### src/ddsc_pkg.sv
// Operation
// (RULE1) divider select divides the oscillator by two to its power, zero by one, max 512
// (RULE2) divider codes ten to fifteen act exactly like the maximum code nine
// (RULE3) each divider step up doubles the output period, each step down halves it
// (RULE4) divider select moves only by carry or borrow out of stage select adjustments
// (RULE5) upper three stage bits give ring period 17 to 31 delays in steps of two
// (RULE6) per 32 output cycles, lower stage bits count the cycles run two stages longer
// (RULE7) coarse code all ones alternates 31 stages with 17 stages plus divide-by-two
// (RULE8) above 15 percent error each correction moves stage select by its bit five
// (RULE9) at most one correction per four base clock periods
// (RULE10) in the coarse band eight corrections double or halve the output period
// (RULE11) between 15 and 5 percent each correction shifts the period about two percent
// (RULE12) stable flag rises once the error is below 5 percent
// (RULE13) below 5 percent corrections move only stage bit zero, 24 reach the minimum
// (RULE14) loop regulates internal clock to multiplier times the 307.2 kHz base clock
// (RULE15) software checks fail flag, disables monitor, changes multiplier, then re-enables
// (RULE16) monitor enable is refused until the stable flag is set again
// (RULE17) settling restarts after reset, multiplier or trim change, and clock re-enable
// (RULE18) monitor enable takes effect only with both clocks on and stable
// (RULE19) loop state is one twelve-bit value, divider select above stage select
package ddsc_pkg;
	localparam int BASE_FREQ_HZ = 307200;
	localparam int CORRECTION_BASE_PERIODS = 4;
	localparam logic [1:0] CORRECTION_LAST = 2'(CORRECTION_BASE_PERIODS - 1);
	localparam logic [4:0] RING_MIN_STAGES = 5'h11;
	localparam logic [4:0] RING_MAX_STAGES = 5'h1F;
	localparam logic [2:0] COARSE_TOP = 3'h7;
	localparam logic [3:0] DIV_MAX = 4'h9;
	localparam logic [11:0] LOOP_MAX = 12'h9FF;
	localparam logic [11:0] STEP_COARSE = 12'h020;
	localparam logic [11:0] STEP_MID = 12'h008;
	localparam logic [11:0] STEP_FINE = 12'h001;
	localparam logic [1:0] BAND_FINE = 2'h0;
	localparam logic [1:0] BAND_MID = 2'h1;
	localparam logic [1:0] BAND_COARSE = 2'h2;
	localparam logic [4:0] OFS_CTRL = 5'h00;
	localparam logic [4:0] OFS_TRIM = 5'h04;
	localparam logic [4:0] OFS_STATUS = 5'h08;
	localparam logic [4:0] OFS_IRQ_STATUS = 5'h0C;
	localparam logic [4:0] OFS_IRQ_MASK = 5'h10;
	localparam logic [4:0] OFS_LOOP = 5'h14;
	localparam int CTRL_MULT_LSB = 0;
	localparam int CTRL_INT_ON = 8;
	localparam int CTRL_MON_EN = 9;
	localparam int STAT_STABLE = 0;
	localparam int STAT_EXT_STABLE = 1;
	localparam int STAT_FAIL = 2;
	localparam int STAT_INT_ON = 3;
	localparam int IRQ_STABLE = 0;
	localparam int IRQ_FAIL = 1;
	localparam int IRQ_REFUSED = 2;
	localparam logic [6:0] MULT_RESET = 7'h15;
	localparam logic [7:0] TRIM_RESET = 8'h80;
	localparam logic [11:0] LOOP_RESET = 12'h000;
	localparam logic [2:0] IRQ_MASK_RESET = 3'h0;

	typedef struct packed {
		logic read;
		logic write;
		logic [4:0] address;
		logic [31:0] writeData;
		logic [3:0] byteEnable;
	} ddsc_avl_req_s;

	typedef struct packed {
		logic [1:0] band;
		logic periodShort;
		logic monitorFail;
		logic extStable;
		logic extOn;
		logic baseClock;
		logic fastClock;
	} ddsc_pins_s;
endpackage

### src/ddsc_dco_control.sv
// Register access over Avalon-MM and the register addresses were chosen for this implementation.
`timescale 1ns/100ps
module ddsc_dco_control (
	input wire logic mclk,
	input wire logic reset_n,
	input wire logic clkEn,
	input wire logic [4:0] avs_address,
	input wire logic avs_read,
	input wire logic avs_write,
	input wire logic [31:0] avs_writedata,
	input wire logic [3:0] avs_byteenable,
	output logic [31:0] avs_readdata,
	output logic avs_waitrequest,
	input wire logic lowFreqBaseClock,
	input wire logic internalFastClock,
	input wire logic [1:0] errorBand,
	input wire logic periodShort,
	input wire logic monitorFailIn,
	input wire logic extClockStable,
	input wire logic extClockOn,
	output logic [3:0] oscDividerSelect,
	output logic [4:0] ringStages,
	output logic ringHalve,
	output logic [11:0] loopFilter,
	output logic [6:0] multiplier,
	output logic [7:0] trim,
	output logic internalClockOn,
	output logic internalClockStableFlag,
	output logic clockMonitorEnable,
	output logic monitorFailFlag,
	output logic irq
);
	typedef struct packed {
		ddsc_pkg::ddsc_pins_s pinsMeta;
		ddsc_pkg::ddsc_pins_s pinsSync;
		logic basePrev;
		logic fastPrev;
		logic [1:0] baseCount;
		logic [11:0] loopValue;
		logic [4:0] ditherCount;
		logic [3:0] divSelect;
		logic [4:0] ringStages;
		logic ringHalve;
		logic stable;
		logic [6:0] multiplier;
		logic [7:0] trim;
		logic intOn;
		logic monitorOn;
		logic [2:0] irqStatus;
		logic [2:0] irqMask;
		logic irq;
		logic waitReq;
		logic [31:0] readData;
	} ddsc_state_s;

	ddsc_state_s state;
	ddsc_state_s next_state;
	ddsc_pkg::ddsc_avl_req_s req;
	ddsc_pkg::ddsc_pins_s pinsIn;

	assign req = '{read: avs_read, write: avs_write, address: avs_address,
		writeData: avs_writedata, byteEnable: avs_byteenable};
	assign pinsIn = '{band: errorBand, periodShort: periodShort, monitorFail: monitorFailIn,
		extStable: extClockStable, extOn: extClockOn, baseClock: lowFreqBaseClock,
		fastClock: internalFastClock};

	// codes above nine behave as nine; each step doubles the period
	function automatic logic [3:0] effectiveDiv(input logic [3:0] code);
		effectiveDiv = (code > ddsc_pkg::DIV_MAX) ? ddsc_pkg::DIV_MAX : code; // [RULE1] [RULE2] [RULE3]
	endfunction

	// byte-lane merge of a write into an old register value
	function automatic logic [31:0] mergeLanes(input logic [31:0] old, input logic [31:0] data,
			input logic [3:0] lanes);
		mergeLanes = old;
		for (int i = 0; i < 4; i++) begin
			if (lanes[i]) begin
				mergeLanes[i*8 +: 8] = data[i*8 +: 8];
			end
		end
	endfunction

	// saturating step of the combined loop value; overflow walks into the divider field
	function automatic logic [11:0] stepLoop(input logic [11:0] value, input logic [11:0] step,
			input logic up);
		logic [12:0] sum;
		sum = 13'h0000;
		if (up) begin
			sum = {1'b0, value} + {1'b0, step};
			stepLoop = (sum > {1'b0, ddsc_pkg::LOOP_MAX}) ? ddsc_pkg::LOOP_MAX : sum[11:0];
		end else begin
			stepLoop = (value < step) ? 12'h000 : value - step;
		end
	endfunction

	logic baseEdge;
	logic fastEdge;
	logic correctionTick;
	logic [2:0] coarse;
	logic [4:0] fine;
	logic longCycle;
	logic [31:0] ctrlWord;
	logic [31:0] ctrlNew;
	logic [31:0] statusWord;
	logic [31:0] loopWord;
	logic accessEdge;
	logic ctrlWrite;
	logic restart;
	logic monitorAllowed;
	logic monitorRequest;
	logic failEvent;
	logic [2:0] irqEvents;
	logic [2:0] irqClear;
	logic [11:0] stepSize;
	logic [7:0] trimNew;
	logic [31:0] trimMerged;

	always_comb begin
		next_state = state;
		// first sync stage feeds only the second stage
		next_state.pinsMeta = pinsIn;
		next_state.pinsSync = state.pinsMeta;
		next_state.basePrev = state.pinsSync.baseClock;
		next_state.fastPrev = state.pinsSync.fastClock;
		baseEdge = state.pinsSync.baseClock & ~state.basePrev;
		fastEdge = state.pinsSync.fastClock & ~state.fastPrev;

		// bus: waitrequest drops for one cycle, access lands on that edge
		accessEdge = (req.read | req.write) & ~state.waitReq;
		ctrlWord = 32'h0000_0000;
		ctrlWord[ddsc_pkg::CTRL_MULT_LSB +: 7] = state.multiplier;
		ctrlWord[ddsc_pkg::CTRL_INT_ON] = state.intOn;
		ctrlWord[ddsc_pkg::CTRL_MON_EN] = state.monitorOn;
		statusWord = 32'h0000_0000;
		statusWord[ddsc_pkg::STAT_STABLE] = state.stable;
		statusWord[ddsc_pkg::STAT_EXT_STABLE] = state.pinsSync.extStable;
		statusWord[ddsc_pkg::STAT_FAIL] = state.irqStatus[ddsc_pkg::IRQ_FAIL];
		statusWord[ddsc_pkg::STAT_INT_ON] = state.intOn;
		loopWord = {16'h0000, effectiveDiv(state.loopValue[11:8]), state.loopValue};
		ctrlNew = mergeLanes(ctrlWord, req.writeData, req.byteEnable);
		trimMerged = mergeLanes({24'h000000, state.trim}, req.writeData, req.byteEnable);
		trimNew = trimMerged[7:0];
		ctrlWrite = accessEdge & req.write & (req.address == ddsc_pkg::OFS_CTRL);

		if ((req.read | req.write) & state.waitReq) begin
			next_state.waitReq = 1'b0;
			case (req.address)
				ddsc_pkg::OFS_CTRL: next_state.readData = ctrlWord;
				ddsc_pkg::OFS_TRIM: next_state.readData = {24'h000000, state.trim};
				ddsc_pkg::OFS_STATUS: next_state.readData = statusWord;
				ddsc_pkg::OFS_IRQ_STATUS: next_state.readData = {29'h00000000, state.irqStatus};
				ddsc_pkg::OFS_IRQ_MASK: next_state.readData = {29'h00000000, state.irqMask};
				ddsc_pkg::OFS_LOOP: next_state.readData = loopWord;
				default: next_state.readData = 32'h0000_0000;
			endcase
		end else if (accessEdge) begin
			next_state.waitReq = 1'b1;
		end

		// the settling restarts on new multiplier, new trim or internal clock re-enable
		restart = 1'b0;
		if (ctrlWrite) begin
			next_state.multiplier = ctrlNew[ddsc_pkg::CTRL_MULT_LSB +: 7]; // [RULE14]
			next_state.intOn = ctrlNew[ddsc_pkg::CTRL_INT_ON];
			if (ctrlNew[ddsc_pkg::CTRL_MULT_LSB +: 7] != state.multiplier) begin
				restart = 1'b1; // [RULE17]
			end
			if (ctrlNew[ddsc_pkg::CTRL_INT_ON] & ~state.intOn) begin
				restart = 1'b1; // [RULE17]
			end
		end
		if (accessEdge & req.write & (req.address == ddsc_pkg::OFS_TRIM)) begin
			next_state.trim = trimNew;
			if (trimNew != state.trim) begin
				restart = 1'b1; // [RULE17]
			end
		end
		if (accessEdge & req.write & (req.address == ddsc_pkg::OFS_IRQ_MASK)) begin
			next_state.irqMask = req.byteEnable[0] ? req.writeData[2:0] : state.irqMask;
		end

		// loop filter paced by base clock periods; disabled clock means no corrections
		correctionTick = 1'b0;
		if (restart | ~next_state.intOn) begin
			next_state.baseCount = 2'h0;
		end else if (baseEdge) begin
			if (state.baseCount == ddsc_pkg::CORRECTION_LAST) begin
				next_state.baseCount = 2'h0;
				correctionTick = 1'b1; // [RULE9]
			end else begin
				next_state.baseCount = state.baseCount + 2'h1;
			end
		end

		case (state.pinsSync.band)
			ddsc_pkg::BAND_FINE: stepSize = ddsc_pkg::STEP_FINE; // [RULE13]
			ddsc_pkg::BAND_MID: stepSize = ddsc_pkg::STEP_MID; // [RULE11]
			default: stepSize = ddsc_pkg::STEP_COARSE; // [RULE8] [RULE10]
		endcase
		if (correctionTick) begin
			// one value: stage carry or borrow is what moves the divider
			next_state.loopValue = stepLoop(state.loopValue, stepSize,
				state.pinsSync.periodShort); // [RULE4] [RULE19]
			if (state.pinsSync.band == ddsc_pkg::BAND_FINE) begin
				next_state.stable = 1'b1; // [RULE12]
			end
		end
		if (restart | ~next_state.intOn) begin
			next_state.stable = 1'b0; // [RULE17]
		end

		// dither over 32 output cycles; sampling limits tracking to below mclk/2
		coarse = state.loopValue[7:5];
		fine = state.loopValue[4:0];
		if (fastEdge) begin
			next_state.ditherCount = state.ditherCount + 5'h01;
		end
		longCycle = state.ditherCount < fine; // [RULE6]
		next_state.divSelect = effectiveDiv(state.loopValue[11:8]); // [RULE1] [RULE2]
		if (coarse == ddsc_pkg::COARSE_TOP) begin
			next_state.ringStages = longCycle ? ddsc_pkg::RING_MIN_STAGES
				: ddsc_pkg::RING_MAX_STAGES; // [RULE7]
			next_state.ringHalve = longCycle; // [RULE7]
		end else begin
			next_state.ringStages = ddsc_pkg::RING_MIN_STAGES + {1'b0, coarse, 1'b0}
				+ (longCycle ? 5'h02 : 5'h00); // [RULE5] [RULE6]
			next_state.ringHalve = 1'b0;
		end

		// monitor enable needs both clocks on and stable, else refused
		monitorAllowed = next_state.intOn & state.stable & state.pinsSync.extOn
			& state.pinsSync.extStable; // [RULE18]
		monitorRequest = ctrlWrite & ctrlNew[ddsc_pkg::CTRL_MON_EN] & ~state.monitorOn;
		if (ctrlWrite & ~ctrlNew[ddsc_pkg::CTRL_MON_EN]) begin
			next_state.monitorOn = 1'b0;
		end else if (monitorRequest) begin
			next_state.monitorOn = monitorAllowed; // [RULE16] [RULE18]
		end
		if (~next_state.intOn | ~state.pinsSync.extOn) begin
			next_state.monitorOn = 1'b0; // [RULE18]
		end

		failEvent = state.monitorOn & state.pinsSync.monitorFail;
		irqEvents = 3'h0;
		irqEvents[ddsc_pkg::IRQ_STABLE] = next_state.stable & ~state.stable;
		irqEvents[ddsc_pkg::IRQ_FAIL] = failEvent;
		irqEvents[ddsc_pkg::IRQ_REFUSED] = monitorRequest & ~monitorAllowed; // [RULE16]
		irqClear = 3'h0;
		if (accessEdge & req.write & (req.address == ddsc_pkg::OFS_IRQ_STATUS)
				& req.byteEnable[0]) begin
			irqClear = req.writeData[2:0];
		end
		// a new event in the clearing cycle stays set
		next_state.irqStatus = (state.irqStatus & ~irqClear) | irqEvents;
		next_state.irq = |(next_state.irqStatus & next_state.irqMask);
	end

	always_ff @(posedge mclk or negedge reset_n) begin
		if (!reset_n) begin
			state <= '0;
			state.waitReq <= 1'b1;
			state.multiplier <= ddsc_pkg::MULT_RESET;
			state.trim <= ddsc_pkg::TRIM_RESET;
			state.intOn <= 1'b1;
			state.loopValue <= ddsc_pkg::LOOP_RESET;
			state.irqMask <= ddsc_pkg::IRQ_MASK_RESET;
			state.ringStages <= ddsc_pkg::RING_MIN_STAGES; // [RULE17]
		end else if (clkEn) begin
			state <= next_state;
		end
	end

	assign avs_readdata = state.readData;
	assign avs_waitrequest = state.waitReq;
	assign oscDividerSelect = state.divSelect;
	assign ringStages = state.ringStages;
	assign ringHalve = state.ringHalve;
	assign loopFilter = state.loopValue;
	assign multiplier = state.multiplier;
	assign trim = state.trim;
	assign internalClockOn = state.intOn;
	assign internalClockStableFlag = state.stable;
	assign clockMonitorEnable = state.monitorOn;
	assign monitorFailFlag = state.irqStatus[ddsc_pkg::IRQ_FAIL];
	assign irq = state.irq;
endmodule

### config.mk
export PLATFORM = sky130hd
export DESIGN_NAME = ddsc_dco_control
export DESIGN_NICKNAME = d
export VERILOG_FILES = /design/src/ddsc_pkg.sv /design/src/ddsc_dco_control.sv
export SDC_FILE = /design/constraint.sdc
export NUM_CORES = 1
export LEC_CHECK = 0
export BUFFER_PORTS_ARGS = -buffer_cell sky130_fd_sc_hd__clkbuf_2
export CORE_MARGIN = 2
export CORE_UTILIZATION = 56
export CTS_BUF_LIST = sky130_fd_sc_hd__clkbuf_4
export DETAILED_ROUTE_END_ITERATION = 8
export GPL_ROUTABILITY_DRIVEN = 0
export PLACE_DENSITY = 0.82
export SYNTH_ARGS = -nofsm -noshare
export SYNTH_HDL_FRONTEND = slang
export SYNTH_SLANG_ARGS = --single-unit
### constraint.sdc
create_clock -name mclk -period 2.65 [get_ports mclk]
set_input_delay 0.265 -clock mclk [delete_from_list [all_inputs] [get_ports mclk]]
set_output_delay 0.265 -clock mclk [all_outputs]
set_load 0.1 [all_outputs]
Yosys cells after proc, flatten, opt, wreduce, memory -nomap -nowiden
Index checks and enable logic that the tools add are counted.
- register bits: 105
- bits of input ports: 54
- output and inout bits: 75
- logic and storage cells: 138
- add/subtract/negate cells: 6
- $lt $le $gt $ge: 4
- eq/ne operators: 10
- multiplexer cells: 35
- bitwise operators: 37
- reduce and logical (&&, ||, !) cells: 14
- operator list (operator ; count):
    16-bit one-hot mux with 6 select lines ; 1
    12-bit two-way mux ; 3
    1-bit bitwise AND ; 20
    1-bit two-way mux ; 17
    2-bit AND reduction ; 8
    12-bit by 12-bit adder with 13-bit output ; 1
    13-bit by 12-bit > comparator with 1-bit output, second input constant ; 1
    12-bit < comparator ; 1
    6-bit one-hot mux with 2 select lines ; 1
    12-bit subtractor ; 1
    5-bit by 4-bit == test with 1-bit output, second input constant ; 2
    5-bit == test, second input constant ; 2
    2-bit two-way mux ; 5
    1-bit NOT ; 10
    3-bit two-way mux ; 3
    4-bit two-way mux ; 2
    8-bit two-way mux ; 1
    8-bit != test ; 1
    7-bit two-way mux ; 1
    7-bit != test ; 1
    3-bit bitwise AND ; 2
    6-bit two-way mux ; 1
    5-bit by 1-bit adder with 5-bit output, second input constant ; 1
    5-bit by 2-bit adder with 5-bit output ; 1
    16 further kinds ; 19

Depth between registers and ports, before layout
- word-level depth: 15
- gate-level depth with buffers: 11
- depth with buffers taken out: 11

Worst setup path before layout
Ideal clock, no wire load.
- path kind: register to register
- start point: register state[96] (netlist bit)
- end point: register state, in the netlist loopFilter[7]
- setup time: 0.129 ns
- data arrival time: 2.264 ns
- data required time: 2.521 ns
- setup slack: 0.256 ns
- cell stages (with the launch flop): 9
- period minus slack after synthesis: 2.394 ns
- cell sequence: dfrtp_1 -> nor2_1 -> ha_1 -> or3b_2 -> a211o_1 -> a2111oi_2 -> a31oi_1 -> o31ai_1 -> o21ai_1
- word-level cells in the longest chain between the ends: 6
- ends and longest elaborated chain (element ; RTL line ; RTL):
    start: declaration ; ddsc_dco_control.sv:56 ; ddsc_state_s state;
    start signal: assignment ; ddsc_dco_control.sv:269 ; state <= next_state;
    2-bit by 1-bit == test with 1-bit output or 2-bit logical NOT (tied branches) ; ddsc_dco_control.sv:195 ; case (state.pinsSync.band)
    6-bit one-hot mux with 2 select lines * ; ddsc_dco_control.sv:195 ;
    12-bit by 12-bit adder with 13-bit output ; ddsc_dco_control.sv:89 ; sum = {1'b0, value} + {1'b0, step};
    13-bit by 12-bit > comparator with 1-bit output ; ddsc_dco_control.sv:90 ; stepLoop = (sum > {1'b0, ddsc_pkg::LOOP_MAX}) ? ddsc_pkg::LOOP_MAX : sum[11:0];
    12-bit two-way mux ; ddsc_dco_control.sv:90 ;
    12-bit two-way mux * ; ddsc_dco_control.sv:88 ; if (up) begin
Every way passes the cells marked *; elsewhere a longest branch is shown, timed or not.
A chain may end at the register's enable or synchronous reset.

Worst setup path after layout
- start point: register state, in the netlist loopFilter[5]
- end point: register state, in the netlist loopFilter[7]
- word-level cells in the longest chain between the ends: 4
- ends and longest elaborated chain (element ; RTL line):
    12-bit by 12-bit adder with 13-bit output ; ddsc_dco_control.sv:89
    13-bit by 12-bit > comparator with 1-bit output ; ddsc_dco_control.sv:90
    12-bit two-way mux ; ddsc_dco_control.sv:90
    12-bit two-way mux * ; ddsc_dco_control.sv:88
Marked as above.

==> flow_summary.ini <==
[yosys]
synth-edff-count = 0
synthCells = 570
yosysTopAreaCell = dfrtp_1
synthFlopType = dfrtp_1
synthTopCellsByArea = dfrtp_1 (36%), buf_4 (9.3%), mux2_2 (8.1%)
synth-async-reset-ratio_pct = 100.0
syn-cell-area_mm2 = 0.005580
yosysSeqAreaShare_pct = 39.62
syn_area_per_cell_um2 = 9.790
ys_types = 73
yosys_register_bits = 88
yosysWarnings = 0
synth_top_area_share_pct = 36.32

[worst_setup_path]
critPathCaptureType = flip-flop
r2r_cells = 8
crit_type = reg2reg
crit_slowest_cell = dfrtp_1
path_depth = 8
path_buf_inv = 1
crit_family = compound AO/OA/AOI/OAI gates
max_stage_delay_ns = 0.50
critPathArrivalTime_ns = 2.87
required_ns = 3.04
path_cells = ha_1 > nor2b_1 > o22a_4 > a21oi_1 > nand3b_1 > buf_4 > o22a_1 > o21ai_1
cp_max_fo = 7
worstSetupStartpointType = flip-flop

[drt]
wire_per_inst_um = 17.66
first_pass_iters = 5
viasPerCell = 6.016
drt_iter0_markers = 334
vias = 4506
drt_wl_total_um = 13230
drc = 0
ant_nets = 0

[clocking]
cts_tree = yes
h-tree-depth = 3
cts_max_path_buffers = 2
clk_latency_ns = 0.46
cts.sinks = 88
root_buffer = clkbuf_4
clk_pin_slew_ns = 0.15
cts_made_buffers = 9

[timing]
skew_ns = 0.02154
slew_headroom_pct = 46.35
hold_violations = 0
fmax_ghz = 0.4025
post-route-period-util_pct = 93.75
worst_pin_slew_ns = 0.8048
slew_viol_final = 0
report.final.setup_viol = 0
min_period_ns = 2.484

[grt]
antenna_found_initial = 0
grt_max_degree = 78
grt_usage_pct = 24.85
grt_overflow = 0
grt_pass1_wl_um = 21550
grt_pass1_vias = 4356

[finish]
n_antenna_cell = 0
layout.area.seq_mm2 = 0.002211
design_area_mm2 = 0.005986
drive_gt1_share_pct = 30.84
fin_nets = 681
final.fill_count = 833
multi_input_area_mm2 = 0.002765
area_delta_synth_final_pct = 7.265

[floorplanning]
fp.dieH_um = 103.8
start_util_pct = 57.36
rows = 36
dieWidth_um = 103.8
pin_count = 129
core-area_mm2 = 0.009729
die_area_mm2 = 0.01078

[placed_design]
dpl-instance-area_mm2 = 0.005774
numPortBuffers = 87
dpl.hpwl_um = 9751

[pwr]
p_switching_mw = 1.339
vdd_drop_max_v = 0.0005456
power_frac_clock_pct = 23.6
leakage_nw = 2.744
finalPower_mw = 3.400
p_seq_share_pct = 47.3
p_comb_share_pct = 29.1
swShare_pct = 39.40
power.density_mw_per_mm2 = 568.0
p_int_mw = 2.060

[worst_hold_path]
holdPathStages = 2
hold_class = in2reg

[status]
status = finished clean

[flow_run]
drv_cap = 0
## cells in the mapped netlist (6+ instances only)
cell type and count:
a21oi_1 16, a221oi_1 6, a31oi_1 9, and3_1 7, buf_4 69, clkbuf_1 22, dfrtp_1 81, dfstp_2 7
ha_1 16, inv_1 17, mux2_2 40, nand2_1 54, nand2b_1 7, nand3_1 11, nor2_1 22, o21ai_0 31
o2bb2ai_1 10, o31ai_1 6, xnor2_1 11, xor2_1 8
## registers in the layout (all words and copies together), names as in the netlist
signal,flops
state,20
avs_readdata,16
loopFilter,12
next_state,10
trim,8
multiplier,7
oscDividerSelect,4
ringStages,4
avs_waitrequest,1
clockMonitorEnable,1
internalClockOn,1
internalClockStableFlag,1
irq,1
monitorFailFlag,1
ringHalve,1
## final cells by class
cell class / count / share of cell area, %
sequential: 88 / 36.94
tap: 133 / 2.780
clock buffer: 10 / 1.254
inverter: 17 / 1.066
clock inverter: 6 / 1.150
timing repair buffer: 111 / 10.62
multi-input combinational: 384 / 46.20
## per-layer routing
| layer | up-vias | wire length [um] | GRT usage, % | part of all wire (%) |
|---|---|---|---|---|
| li1 | 2065 | - | - | - |
| met1 | 2159 | 5600 | 34.00 | 42 |
| met2 | 251 | 6181 | 38.30 | 47 |
| met3 | 31 | 1137 | 5.538 | 8.6 |
| met4 | 0 | 307 | 10.33 | 2.3 |
| met5 | - | 0 | 0 | 0 |
## power by group through the flow
stage          Clock (mW)  Combinational, mW  Sequential [mW]
2_1_floorplan           0              0.762             1.67
3_3_place_gp            0              0.954             1.62
3_5_place_dp            0              0.973             1.63
4_1_cts             0.809              0.979             1.60
5_1_grt             0.872               1.05             1.62
6_report            0.803              0.988             1.61
## cells by family (layout without fill, tap and decap cells)
logic type	after synthesis	in the layout	share of synthesized area [%]
AOI/OAI and AO/OA	141	141	18.34
adders and majority gates	16	16	3.587
DFF	88	88	39.62
and+or+nand+nor	146	146	13.72
buffers and inverters	113	144	12.56
other	2	17	0.1346
muxes	45	45	9.058
xor gates and xnor gates	19	19	2.982
## worst paths after layout
check / from / to / slack [ns]
max in group asynchronous: reset_n / multiplier[4]$_DFFE_PN1P_ / 1.81
max: loopFilter[5]$_DFFE_PN0P_ / loopFilter[7]$_DFFE_PN0P_ / 0.17
max reg2reg: loopFilter[5]$_DFFE_PN0P_ / loopFilter[7]$_DFFE_PN0P_ / 0.17
min in group asynchronous: reset_n / state[70]$_DFFE_PN0P_ / 0.18
min: extClockStable / next_state[92]$_DFFE_PN0P_ / 0.03
min reg2reg: state[72]$_DFFE_PN0P_ / state[72]$_DFFE_PN0P_ / 0.50
## layout by cell type (no fill, tap or decap), drive strengths merged, types with 6 or more instances in the layout
| master | count |
|---|---|
| clkbuf | 96 |
| dfrtp | 81 |
| nand2 | 54 |
| mux2 | 41 |
| o21ai | 34 |
| buf | 23 |
| nor2 | 22 |
| inv | 18 |
| conb | 17 |
| a21oi | 16 |
| ha | 16 |
| nand3 | 12 |
| xnor2 | 11 |
| o2bb2ai | 10 |
| a31oi | 10 |
| xor2 | 8 |
| nand2b | 7 |
| and3 | 7 |
| dfstp | 7 |
| a221oi | 6 |
| o31ai | 6 |
| o211ai | 6 |
## what timing repair did
item | CTS | global route
gates resized for setup | 0 | 7
hold buffers | 2 | 0
endpoints found under the setup margin | 0 | 7
setup buffers | 0 | 1
hold endpoints to repair | 83 | 0
## stage by stage
stage / setup WS, ns / cells / hold slack, ns / utilization [%] / TNS [ns]
2_1_floorplan: 0.2565 / 585 / -0.03059 / - / 0
3_5_place_dp: 0.1194 / 730 / 0.1195 / 59.35 / 0
3_3_place_gp: 0.1743 / 730 / 0.1156 / 59.35 / 0
5_1_grt: -0.003481 / 749 / 0.009851 / 61.52 / -0.003481
6_report: 0.1658 / 749 / 0.03003 / 61.52 / 0
4_1_cts: 0.06054 / 748 / 0.01522 / 61.03 / 0
Power figures use the tool's default switching activity.
